## src/hw/plldld_defs.svh

```systemverilog
// register map, field positions, reset values and timing figures of the lock detector
`ifndef PLLDLD_DEFS_SVH
`define PLLDLD_DEFS_SVH

// ****************************************
// register offsets
// ****************************************
`define PLLDLD_ADDR_W 10
`define PLLDLD_OFS_ABL_CFG 10'h017
`define PLLDLD_OFS_REF_LD_CFG 10'h018
`define PLLDLD_OFS_LOCK_STAT 10'h01e
`define PLLDLD_OFS_IRQ_STAT 10'h01f
`define PLLDLD_OFS_IRQ_MASK 10'h020

// ****************************************
// field positions and reset values
// ****************************************
`define PLLDLD_ABL_LSB 0
`define PLLDLD_ABL_MSB 1
`define PLLDLD_DC_OFS_BIT 7
`define PLLDLD_CNT_LSB 5
`define PLLDLD_CNT_MSB 6
`define PLLDLD_WIN_BIT 4
`define PLLDLD_ABL_RST 8'h00
`define PLLDLD_REF_LD_RST 8'h00
`define PLLDLD_IRQ_MASK_RST 8'h00
`define PLLDLD_IRQ_ACQ_BIT 0
`define PLLDLD_IRQ_LOST_BIT 1

// ****************************************
// lock run lengths in comparator cycles
// ****************************************
`define PLLDLD_RUN_C0 8'h05
`define PLLDLD_RUN_C1 8'h10
`define PLLDLD_RUN_C2 8'h40
`define PLLDLD_RUN_C3 8'hff

// ****************************************
// times in picoseconds
// ****************************************
`define PLLDLD_ABL_C1_PS 16'h0514
`define PLLDLD_ABL_C2_PS 16'h1770
`define PLLDLD_ABL_C3_PS 16'h0b54
`define PLLDLD_WIN_HIGH_PS 16'h0dac
`define PLLDLD_WIN_LOW_PS 16'h05dc
`define PLLDLD_LOSS_HIGH_PS 16'h1b58
`define PLLDLD_LOSS_LOW_PS 16'h0bb8

`endif

```

## src/hw/plldld_pkg.sv

```systemverilog
// types shared by the lock detector modules
package plldld_pkg;
  typedef logic [7:0] plldld_byte_t;
  typedef logic [15:0] plldld_ps_t;
  typedef enum logic [1:0] {
    plldld_run5,
    plldld_run16,
    plldld_run64,
    plldld_run255
  } plldld_run_t;
  typedef enum {
    plldld_st_search,
    plldld_st_locked
  } plldld_state_t;
endpackage : plldld_pkg

```

## src/hw/plldld_cmp_if.sv

```systemverilog
// carrier between the lock state logic and the window comparator
`timescale 1ns/1ps
interface plldld_cmp_if;
  import plldld_pkg::*;
  plldld_ps_t edge_diff_ps;
  logic low_range;
  logic in_window;
  logic beyond_loss;
  modport ctrl (output edge_diff_ps, output low_range, input in_window, input beyond_loss);
  modport cmp (input edge_diff_ps, input low_range, output in_window, output beyond_loss);
endinterface : plldld_cmp_if

```

## src/hw/plldld_window_cmp.sv

```systemverilog
// compares one edge time difference against the lock window and loss threshold
`timescale 1ns/1ps
`include "plldld_defs.svh"
module plldld_window_cmp #(
  parameter int WIN_HIGH_PS = `PLLDLD_WIN_HIGH_PS,
  parameter int WIN_LOW_PS = `PLLDLD_WIN_LOW_PS,
  parameter int LOSS_HIGH_PS = `PLLDLD_LOSS_HIGH_PS,
  parameter int LOSS_LOW_PS = `PLLDLD_LOSS_LOW_PS
) (
  plldld_cmp_if.cmp cmp_port
);
  import plldld_pkg::*;

  // ****************************************
  // elaboration checks
  // ****************************************
  // hysteresis needs the loss threshold strictly above the window
  if (WIN_LOW_PS < 1 || WIN_LOW_PS > WIN_HIGH_PS || LOSS_HIGH_PS <= WIN_HIGH_PS ||
      LOSS_LOW_PS <= WIN_LOW_PS || LOSS_HIGH_PS > 65535 || LOSS_LOW_PS > 65535) begin : g_bad
    $error("plldld_window_cmp: window and loss thresholds out of range");
  end

  // ****************************************
  // threshold selection
  // ****************************************
  localparam plldld_ps_t WIN_HI = plldld_ps_t'(WIN_HIGH_PS);
  localparam plldld_ps_t WIN_LO = plldld_ps_t'(WIN_LOW_PS);
  localparam plldld_ps_t LOSS_HI = plldld_ps_t'(LOSS_HIGH_PS);
  localparam plldld_ps_t LOSS_LO = plldld_ps_t'(LOSS_LOW_PS);

  wire plldld_ps_t win_sel = cmp_port.low_range ? WIN_LO : WIN_HI;
  wire plldld_ps_t loss_sel = cmp_port.low_range ? LOSS_LO : LOSS_HI;

  assign cmp_port.in_window = cmp_port.edge_diff_ps < win_sel;
  assign cmp_port.beyond_loss = cmp_port.edge_diff_ps > loss_sel;
endmodule : plldld_window_cmp

```

## src/hw/plldld_top.sv

```systemverilog
// digital lock detector with reference and antibacklash configuration registers
//
// The address-and-strobe port was decided locally.
`timescale 1ns/1ps
`include "plldld_defs.svh"

// Behaviour
// - two-bit antibacklash code selects default, 1.3, 6.0 or 2.9 ns pulse
// - bit 7 of reference config enables cmos reference dc offset; default off
// - lock asserts only after a run of consecutive in-window comparator cycles
// - counter code gives run of 5, 16, 64 or 255 cycles; default 5
// - lock flag sets when edge difference is below selected window time
// - lock stays set until edge difference exceeds the loss threshold
// - bit 4 picks window range: 0 high 3.5 ns default, 1 low
module plldld_top #(
  parameter int WIN_LOW_PS = `PLLDLD_WIN_LOW_PS,
  parameter int LOSS_HIGH_PS = `PLLDLD_LOSS_HIGH_PS,
  parameter int LOSS_LOW_PS = `PLLDLD_LOSS_LOW_PS
) (
  input wire logic clk,
  input wire logic srst,
  input wire logic [`PLLDLD_ADDR_W-1:0] reg_addr,
  input wire plldld_pkg::plldld_byte_t reg_wdata,
  input wire logic reg_wr,
  input wire logic reg_rd,
  output plldld_pkg::plldld_byte_t reg_rdata,
  input wire logic pfd_cycle,
  input wire plldld_pkg::plldld_ps_t pfd_edge_diff_ps,
  output logic lock_flag_digital,
  output logic [1:0] abl_width_code,
  output plldld_pkg::plldld_ps_t abl_width_ps,
  output logic cmos_ref_dc_offset_en,
  output logic irq
);
  import plldld_pkg::*;

  // ****************************************
  // decoding helpers
  // ****************************************
  function automatic plldld_byte_t run_length(input plldld_run_t code);
    case (code)
      plldld_run5: run_length = `PLLDLD_RUN_C0;
      plldld_run16: run_length = `PLLDLD_RUN_C1;
      plldld_run64: run_length = `PLLDLD_RUN_C2;
      plldld_run255: run_length = `PLLDLD_RUN_C3;
      default: run_length = `PLLDLD_RUN_C0;
    endcase
  endfunction : run_length

  // zero stands for the analog default width, which has no digital figure
  function automatic plldld_ps_t abl_ps(input logic [1:0] code);
    case (code)
      2'h1: abl_ps = `PLLDLD_ABL_C1_PS;
      2'h2: abl_ps = `PLLDLD_ABL_C2_PS;
      2'h3: abl_ps = `PLLDLD_ABL_C3_PS;
      default: abl_ps = 16'h0000;
    endcase
  endfunction : abl_ps

  // ****************************************
  // registers and state
  // ****************************************
  plldld_byte_t abl_cfg_reg;
  plldld_byte_t ref_ld_cfg_reg;
  plldld_byte_t irq_stat_reg;
  plldld_byte_t irq_stat_next;
  plldld_byte_t irq_mask_reg;
  plldld_byte_t rdata_reg;
  plldld_byte_t run_cnt_reg;
  plldld_byte_t run_cnt_next;
  plldld_state_t state_reg;
  plldld_state_t state_next;
  logic [1:0] abl_code_reg;
  plldld_ps_t abl_ps_reg;
  logic dc_ofs_reg;

  // ****************************************
  // address decode
  // ****************************************
  wire hit_abl = reg_addr == `PLLDLD_OFS_ABL_CFG;
  wire hit_ref = reg_addr == `PLLDLD_OFS_REF_LD_CFG;
  wire hit_lstat = reg_addr == `PLLDLD_OFS_LOCK_STAT;
  wire hit_istat = reg_addr == `PLLDLD_OFS_IRQ_STAT;
  wire hit_imask = reg_addr == `PLLDLD_OFS_IRQ_MASK;
  wire istat_read = reg_rd && hit_istat;

  // ****************************************
  // window comparator
  // ****************************************
  plldld_cmp_if cmp_bus ();

  assign cmp_bus.edge_diff_ps = pfd_edge_diff_ps;
  assign cmp_bus.low_range = ref_ld_cfg_reg[`PLLDLD_WIN_BIT];

  plldld_window_cmp #(
    .WIN_HIGH_PS(`PLLDLD_WIN_HIGH_PS),
    .WIN_LOW_PS(WIN_LOW_PS),
    .LOSS_HIGH_PS(LOSS_HIGH_PS),
    .LOSS_LOW_PS(LOSS_LOW_PS)
  ) u_cmp (
    .cmp_port(cmp_bus.cmp)
  );

  // ****************************************
  // lock run counter and state
  // ****************************************
  wire plldld_run_t run_code = plldld_run_t'(ref_ld_cfg_reg[`PLLDLD_CNT_MSB:`PLLDLD_CNT_LSB]);
  wire plldld_byte_t run_target = run_length(run_code);
  wire good_cycle = pfd_cycle && cmp_bus.in_window;
  wire bad_cycle = pfd_cycle && !cmp_bus.in_window;
  wire run_done = good_cycle && (run_cnt_reg >= run_target - 8'h01);
  wire lose_lock = pfd_cycle && cmp_bus.beyond_loss;

  // count saturates at the target so a long lock cannot wrap it
  always_comb begin
    run_cnt_next = run_cnt_reg;
    if (bad_cycle) begin
      run_cnt_next = 8'h00;
    end else if (good_cycle && run_cnt_reg < run_target) begin
      run_cnt_next = run_cnt_reg + 8'h01;
    end
  end

  always_comb begin
    state_next = state_reg;
    case (state_reg)
      plldld_st_search: begin
        if (run_done) begin
          state_next = plldld_st_locked;
        end
      end
      plldld_st_locked: begin
        // between window and loss threshold the flag holds
        if (lose_lock) begin
          state_next = plldld_st_search;
        end
      end
      default: state_next = plldld_st_search;
    endcase
  end

  wire ev_acq = state_reg == plldld_st_search && state_next == plldld_st_locked;
  wire ev_lost = state_reg == plldld_st_locked && state_next == plldld_st_search;

  // ****************************************
  // interrupt status
  // ****************************************
  // a new event in the clearing read's cycle still survives
  always_comb begin
    irq_stat_next = istat_read ? 8'h00 : irq_stat_reg;
    if (ev_acq) begin
      irq_stat_next[`PLLDLD_IRQ_ACQ_BIT] = 1'b1;
    end
    if (ev_lost) begin
      irq_stat_next[`PLLDLD_IRQ_LOST_BIT] = 1'b1;
    end
  end

  // ****************************************
  // read mux
  // ****************************************
  wire plldld_byte_t lock_stat = {6'h00, state_reg == plldld_st_locked, run_cnt_reg == run_target};
  wire plldld_byte_t rd_mux = hit_abl ? abl_cfg_reg :
                              hit_ref ? ref_ld_cfg_reg :
                              hit_lstat ? lock_stat :
                              hit_istat ? irq_stat_reg :
                              hit_imask ? irq_mask_reg : 8'h00;

  // ****************************************
  // clocked state
  // ****************************************
  always_ff @(posedge clk) begin
    if (srst) begin
      abl_cfg_reg <= `PLLDLD_ABL_RST;
      ref_ld_cfg_reg <= `PLLDLD_REF_LD_RST;
      irq_mask_reg <= `PLLDLD_IRQ_MASK_RST;
    end else if (reg_wr) begin
      if (hit_abl) begin
        abl_cfg_reg <= reg_wdata;
      end
      if (hit_ref) begin
        ref_ld_cfg_reg <= reg_wdata;
      end
      if (hit_imask) begin
        irq_mask_reg <= reg_wdata;
      end
    end
  end

  always_ff @(posedge clk) begin
    if (srst) begin
      rdata_reg <= 8'h00;
    end else begin
      rdata_reg <= reg_rd ? rd_mux : 8'h00;
    end
  end

  always_ff @(posedge clk) begin
    if (srst) begin
      run_cnt_reg <= 8'h00;
      state_reg <= plldld_st_search;
      irq_stat_reg <= 8'h00;
    end else begin
      run_cnt_reg <= run_cnt_next;
      state_reg <= state_next;
      irq_stat_reg <= irq_stat_next;
    end
  end

  always_ff @(posedge clk) begin
    if (srst) begin
      abl_code_reg <= 2'h0;
      abl_ps_reg <= 16'h0000;
      dc_ofs_reg <= 1'b0;
    end else begin
      abl_code_reg <= abl_cfg_reg[`PLLDLD_ABL_MSB:`PLLDLD_ABL_LSB];
      abl_ps_reg <= abl_ps(abl_cfg_reg[`PLLDLD_ABL_MSB:`PLLDLD_ABL_LSB]);
      dc_ofs_reg <= ref_ld_cfg_reg[`PLLDLD_DC_OFS_BIT];
    end
  end

  // ****************************************
  // outputs
  // ****************************************
  assign reg_rdata = rdata_reg;
  assign lock_flag_digital = state_reg == plldld_st_locked;
  assign abl_width_code = abl_code_reg;
  assign abl_width_ps = abl_ps_reg;
  assign cmos_ref_dc_offset_en = dc_ofs_reg;
  assign irq = |(irq_stat_reg & irq_mask_reg);
endmodule : plldld_top

```

## config.mk

```make
export PLATFORM = sky130hd
export DESIGN_NAME = plldld_top
export DESIGN_NICKNAME = d
export VERILOG_FILES = /design/src/hw/plldld_pkg.sv /design/src/hw/plldld_cmp_if.sv /design/src/hw/plldld_window_cmp.sv /design/src/hw/plldld_top.sv
export VERILOG_INCLUDE_DIRS = /design/src /design/src/hw
export SDC_FILE = /design/constraint.sdc
export NUM_CORES = 1
export LEC_CHECK = 0
export BUFFER_PORTS_ARGS = -buffer_cell sky130_fd_sc_hd__buf_2
export CAP_MARGIN = 30
export CORE_MARGIN = 3
export CORE_UTILIZATION = 40
export DETAILED_ROUTE_END_ITERATION = 12
export PLACE_DENSITY = 0.7
export SLEW_MARGIN = 20
export SYNTH_ARGS = -nofsm -noshare
export SYNTH_HDL_FRONTEND = slang
export SYNTH_SLANG_ARGS = --single-unit
export TNS_END_PERCENT = 20
```

## constraint.sdc

```tcl
create_clock -name clk -period 2.56 [get_ports clk]
set_clock_uncertainty 0.1 [all_clocks]
set_input_delay 0.256 -clock clk [delete_from_list [all_inputs] [get_ports clk]]
set_output_delay 0.256 -clock clk [all_outputs]
set_load 0.005 [all_outputs]
```

* Word-level counts from Yosys, hierarchy flattened *
Cells that the tools add are included.

storage, ports and cells
  bits of input ports = 39
  flip-flop bits (word level) = 93
  word-level logic and storage cells = 70

operators by class
  add/sub/neg operators = 2
  mux-type cells = 15
  equal/unequal tests = 15
  reduce and logical (&&, ||, !) cells = 21
  order comparisons = 4
  bitwise gates (word level) = 2

operator list
  kind                                                                 count
  32-bit zero test                                                     3
  32-bit by 2-bit == test with 1-bit output (second input constant)    2
  32-bit two-way mux                                                   2
  32-bit case mux with 2 select lines                                  1
  10-bit by 5-bit == test with 1-bit output (second input constant)    4
  8-bit two-way mux                                                    5
  13-bit case mux with 3 select lines                                  1
  32-bit by 1-bit == test with 1-bit output (second input constant)    1
  8-bit case mux with 4 select lines                                   1
  16-bit > comparator                                                  1
  16-bit less-than comparator                                          1
  13-bit two-way mux                                                   1
  12-bit two-way mux                                                   1
  10-bit by 6-bit == test with 1-bit output (second input constant)    1
  8-bit by 1-bit adder with 8-bit output (second input constant)       1
  2-bit by 8-bit AND with 8-bit output                                 1
  2-bit == test (second input constant)                                4
  8-bit == test                                                        1
  8-bit greater-or-equal comparator                                    1
  1-bit logical AND                                                    8
  8-bit less-than comparator                                           1
  8-bit OR reduction                                                   1
  8-bit by 1-bit subtractor with 8-bit output (second input constant)  1
  2-bit AND reduction                                                  3
  8 further kinds                                                      12

* Depth between registers and ports, before layout *
  depth in word-level cells = 10
  gate-level depth with buffers = 9
  depth with buffers taken out = 9

* By module *
A second synthesis with hierarchy kept.

unflattened totals
  cell total of the unflattened synthesis = 392
  area, all modules = 3694.8 µm²

by module, submodules not included
  module             area an instance (µm²)  cells each  instances
  plldld_top         3447.1                  361         1
  plldld_window_cmp  247.7                   31          1

* Worst setup path after synthesis *
OpenSTA, ideal clock, no wires.

  path type = register to register
  from = register ref_ld_cfg_reg[5]
  to = register run_cnt_reg[2]
  data arrival time = 2.121 ns
  required time = 2.390 ns
  setup time = 0.070 ns
  stages on the path, launching flop included = 9
  slack = 0.268 ns
  clock period less this slack = 2.292 ns
  path through = dfxtp_1 -> ha_1 -> inv_1 -> ha_1 -> nor2b_1 -> o211ai_1 -> a21oi_1 -> or4_1 -> a21oi_1

between the ends
  word-level cells in the longest chain between the ends = 4
  elaborated cells on any way between the ends = 7
  classes of those cells = order compare (1); eq/ne (3); mux (1); reduce/logical (2)

ends and longest elaborated chain
  item                                   RTL line           source
  from (decl)                            plldld_top.sv:64   plldld_byte_t ref_ld_cfg_reg;
  from (signal assigned)                 plldld_top.sv:175  ref_ld_cfg_reg <= `PLLDLD_REF_LD_RST;
  from (signal assigned)                 plldld_top.sv:182  ref_ld_cfg_reg <= reg_wdata;
  2-bit == test (tied with other cells)  plldld_top.sv:41   case (code)
  8-bit case mux with 4 select lines *   plldld_top.sv:41
  8-bit less-than comparator *           plldld_top.sv:119  end else if (good_cycle && run_cnt_reg < run_target) begin
  1-bit logical AND *                    plldld_top.sv:119
  to (signal assigned)                   plldld_top.sv:204  run_cnt_reg <= run_cnt_next;
  to (decl)                              plldld_top.sv:69   plldld_byte_t run_cnt_reg;

Every way passes the cells marked *; elsewhere a longest branch is shown, timed or not.
A chain may end at the register's enable or synchronous reset.

* Final worst setup path *
  from = register ref_ld_cfg_reg[6]
  to = register run_cnt_reg[4]

Same word-level chain as after synthesis.

==> impl_metrics.csv <==
group,metric,value,unit
sta,fin_hold_ws,0.0782,ns
floorplan,die_area,10400,um2
critical_path,cp-end-kind,"register",
worst_hold_path,hold_path_class,"in2reg",
detailed_routing,wire_per_inst,13.3,um
critical_path,r2r-start,"ref_ld_cfg_reg[6]",
critical_path,critPathLaunch,"ref_ld_cfg_reg[6]",
placed_design,gp_congestion,0.879,
critical_path,cp.arrival,2.61,ns
critical_path,start_kind,"register",
floorplan,row_count,34,
detailed_routing,firstDrtPassIters,5,
detailed_routing,vias_per_cell,5.09,
detailed_routing,wl,7740,um
floorplan,fp.dieH,102,um
layout,area_growth,18.5,%
sta,fmax,411,MHz
job,max-cap-violations,0,
clock_network,cts_setup_buffers,0,
clock_network,clockBufferDepth,2,
sta,hold_viol_final,0,
global_route,grt_pass1_wl,12600,um
sta,setup_viol,0,
critical_path,path_common_cell,"a21oi_1",
sta,relSlewSlack,0.631,
clock_network,cts_tree,"yes",
logic_synthesis,synth_top_family_by_area,"simple AND/OR/NAND/NOR gates",
logic_synthesis,async_flop_share,0,
detailed_routing,postRouteAntennaNets,0,
logic_synthesis,yosysUniqueCellTypes,51,
logic_synthesis,synthMuxAreaShare,0.0273,
logic_synthesis,synth_top_cell_by_area,"dfxtp_1",
pwr,ir_drop,0.000258,V
detailed_routing,vias,2970,
logic_synthesis,ys_warn_count,0,
clock_network,holdBufCountCts,0,
clock_network,cts.clk_slew.worst_paths,0.09,ns
sta,tns,0,ns
global_route,grt_pass1_vias,2816,
clock_network,clock_sinks,83,
critical_path,cp_max_fo,7,
logic_synthesis,syn-cell-area,3670,um2
worst_hold_path,hp-start,"reg_wdata[2]",
critical_path,crit_chain,"ha_2 -> inv_1 -> ha_1 -> a21oi_1 -> o21a_2 -> nand4_1 -> or4_1 -> a21oi_1",
clock_network,h-tree-depth,3,
floorplan,die_width,102,um
pwr,power,2300,uW
pwr,power_leakage,0.00179,uW
critical_path,max_stage_delay,0.43,ns
layout,num_antenna_cells,0,
placed_design,io_buffers,60,
logic_synthesis,synth_compound_area_frac,0.144,
worst_hold_path,hold_depth,3,
clock_network,clkLatencyLatePin,0.35,ns
logic_synthesis,yosys.area_share.simple,0.202,
global_route,grt_use_total,0.154,
logic_synthesis,yosys.area_share.xor_xnor,0.00239,
clock_network,cts_resized,0,
critical_path,slowest_stage,"dfxtp_1",
logic_synthesis,seq_area_frac_synth,0.453,
floorplan,coreArea,8810,um2
pwr,power.density,529,nW/um2
layout,largest_register_ffs,32,
layout,drive_gt1_frac,0.197,
clock_network,cts_buffers,9,
detailed_routing,drt-initial-drc-count,82,
sta,rsz0062_at_grt,"false",
critical_path,rrSetupSlack,0.13,ns
sta,period_needed,2.43,ns
critical_path,reg2reg_depth,8,
logic_synthesis,ys_ff_latch,83,
global_route,grt_max_degree,29,
floorplan,start_util,0.416,
logic_synthesis,synth-main-ff-cell,"dfxtp_1",
run_status,status,"finished clean",
sta,min_period_over_period,0.950,
placed_design,dp_hpwl,5940,um
layout,nets,545,
logic_synthesis,synth.area.top_cells,"dfxtp_1 (45%), ha_1 (12%), a21oi_1 (4.1%), nand3_1 (3.5%), nand2_1 (3.2%)",
logic_synthesis,yosysTopAreaCellShare,0.453,
critical_path,rr_endpoint,"run_cnt_reg[4]",
critical_path,cp.required,2.74,ns
floorplan,io_pins,68,
global_route,grt-ovfl-total,0,
logic_synthesis,synth_edf_count,0,
detailed_routing,post-route-drc-count,0,
logic_synthesis,syn-mean-instance-area,9.73,um2
sta,report.final.slew_viol_count,0,
critical_path,path_class,"reg2reg",
worst_hold_path,hold_end,"irq_mask_reg[2]",
logic_synthesis,synth_cells,377,
global_route,antenna_found_initial,0,
logic_synthesis,synthAdderAreaFrac,0.119,
clock_network,ctsRootBufferMaster,"clkbuf_8",
sta,tightest_slew,0.554,ns
-- critical path: cells and delay by family (launching register included) --
kind,cells,cell delay [ns]
and+or+nand+nor,2,0.56
buffers and inverters,1,0.11
AOI/OAI and AO/OA,3,0.58
DFF,1,0.43
adders and majority gates,2,0.57
-- cell type report --
cell class              instances  area, um2
inverters                      12       45.0
flip-flops and latches         83       1660
clock buffers                  11        151
multi-input cells             298       1960
repair buffers                 67        353
well taps                     108        135
clock inverters                 5       37.5
fillers                       854       4460
-- report_power, final --
group	switching, uW	leakage [uW]	internal, uW
clock network	460	0.0000915	407
registers	6.66	0.000681	1320
logic	68.1	0.00102	43.3
-- layout by cell type (no fill, tap or decap), types with 3 or more instances in the layout --
master	instances
dfxtp_1	82
buf_2	60
conb_1	38
ha_1	34
nand2_1	31
a21oi_1	30
nand3_1	26
nor2_1	20
inv_1	11
nor3_1	11
clkbuf_8	11
mux2i_1	10
nor4_1	9
nand4_1	9
nor2b_1	8
a222oi_1	7
o31ai_1	7
buf_4	7
a21o_1	6
nand2b_1	4
o21ai_0	4
a31oi_1	3
or3_1	3
or4_1	3
-- how the worst max path moves through the flow --
stage	end	slack (ns)	depth (start not counted)
after global routing	irq_stat_reg[0]	0.007	8
after floorplan	run_cnt_reg[2]	0.27	8
after detailed placement	run_cnt_reg[4]	0.10	9
after global placement	state_reg[0]	0.21	8
after CTS	run_cnt_reg[4]	0.07	8
final	run_cnt_reg[4]	0.13	8
-- per-layer routing --
| metal | up-vias | wire, um | global-route usage | part of all wire |
|---|---|---|---|---|
| met5 | - | 0 | 0 | 0 |
| met4 | 0 | 87 | 0.0521 | 0.011 |
| met3 | 10 | 445 | 0.0448 | 0.057 |
| met2 | 69 | 3770 | 0.258 | 0.49 |
| met1 | 1372 | 3440 | 0.190 | 0.44 |
| li1 | 1519 | - | - | - |
-- cell families after synthesis --
family | Yosys count
mux | 10
fa+ha+maj | 35
compound gates | 76
other cells | 1
simple gates | 138
buf+inv | 33
xor+xnor | 1
flops | 83
-- cells in the mapped netlist (2+ instances only) --
cell type	n
a21boi_0	2
a21oi_1	30
nor4_1	9
and4bb_2	2
o31a_1	2
and3_1	2
clkbuf_1	4
nand2b_1	4
o31ai_1	7
a21o_1	6
nor2_1	20
or4_1	3
o21a_1	2
a222oi_1	7
inv_1	11
buf_6	2
nor2b_1	8
or3_1	3
buf_4	12
mux2i_1	10
nor3_1	11
ha_1	35
dfxtp_1	83
and2_1	2
nand2_1	31
nand3_1	26
buf_2	3
a31oi_1	3
and4_1	2
nand4_1	9
or2_2	2
a22o_1	2
o21ai_0	4
-- metrics by stage --
step | worst slack [ns] | util | instance area, um2 | std cells
final | 0.129 | 0.494 | 4350 | 584
after global routing | 0.00674 | 0.494 | 4350 | 584
after global placement | 0.208 | 0.471 | 4150 | 568
after CTS | 0.0719 | 0.493 | 4340 | 584
after detailed placement | 0.103 | 0.471 | 4150 | 568
after floorplan | 0.268 | - | 3810 | 414
Note: power is estimated with default switching activity, not from simulation.
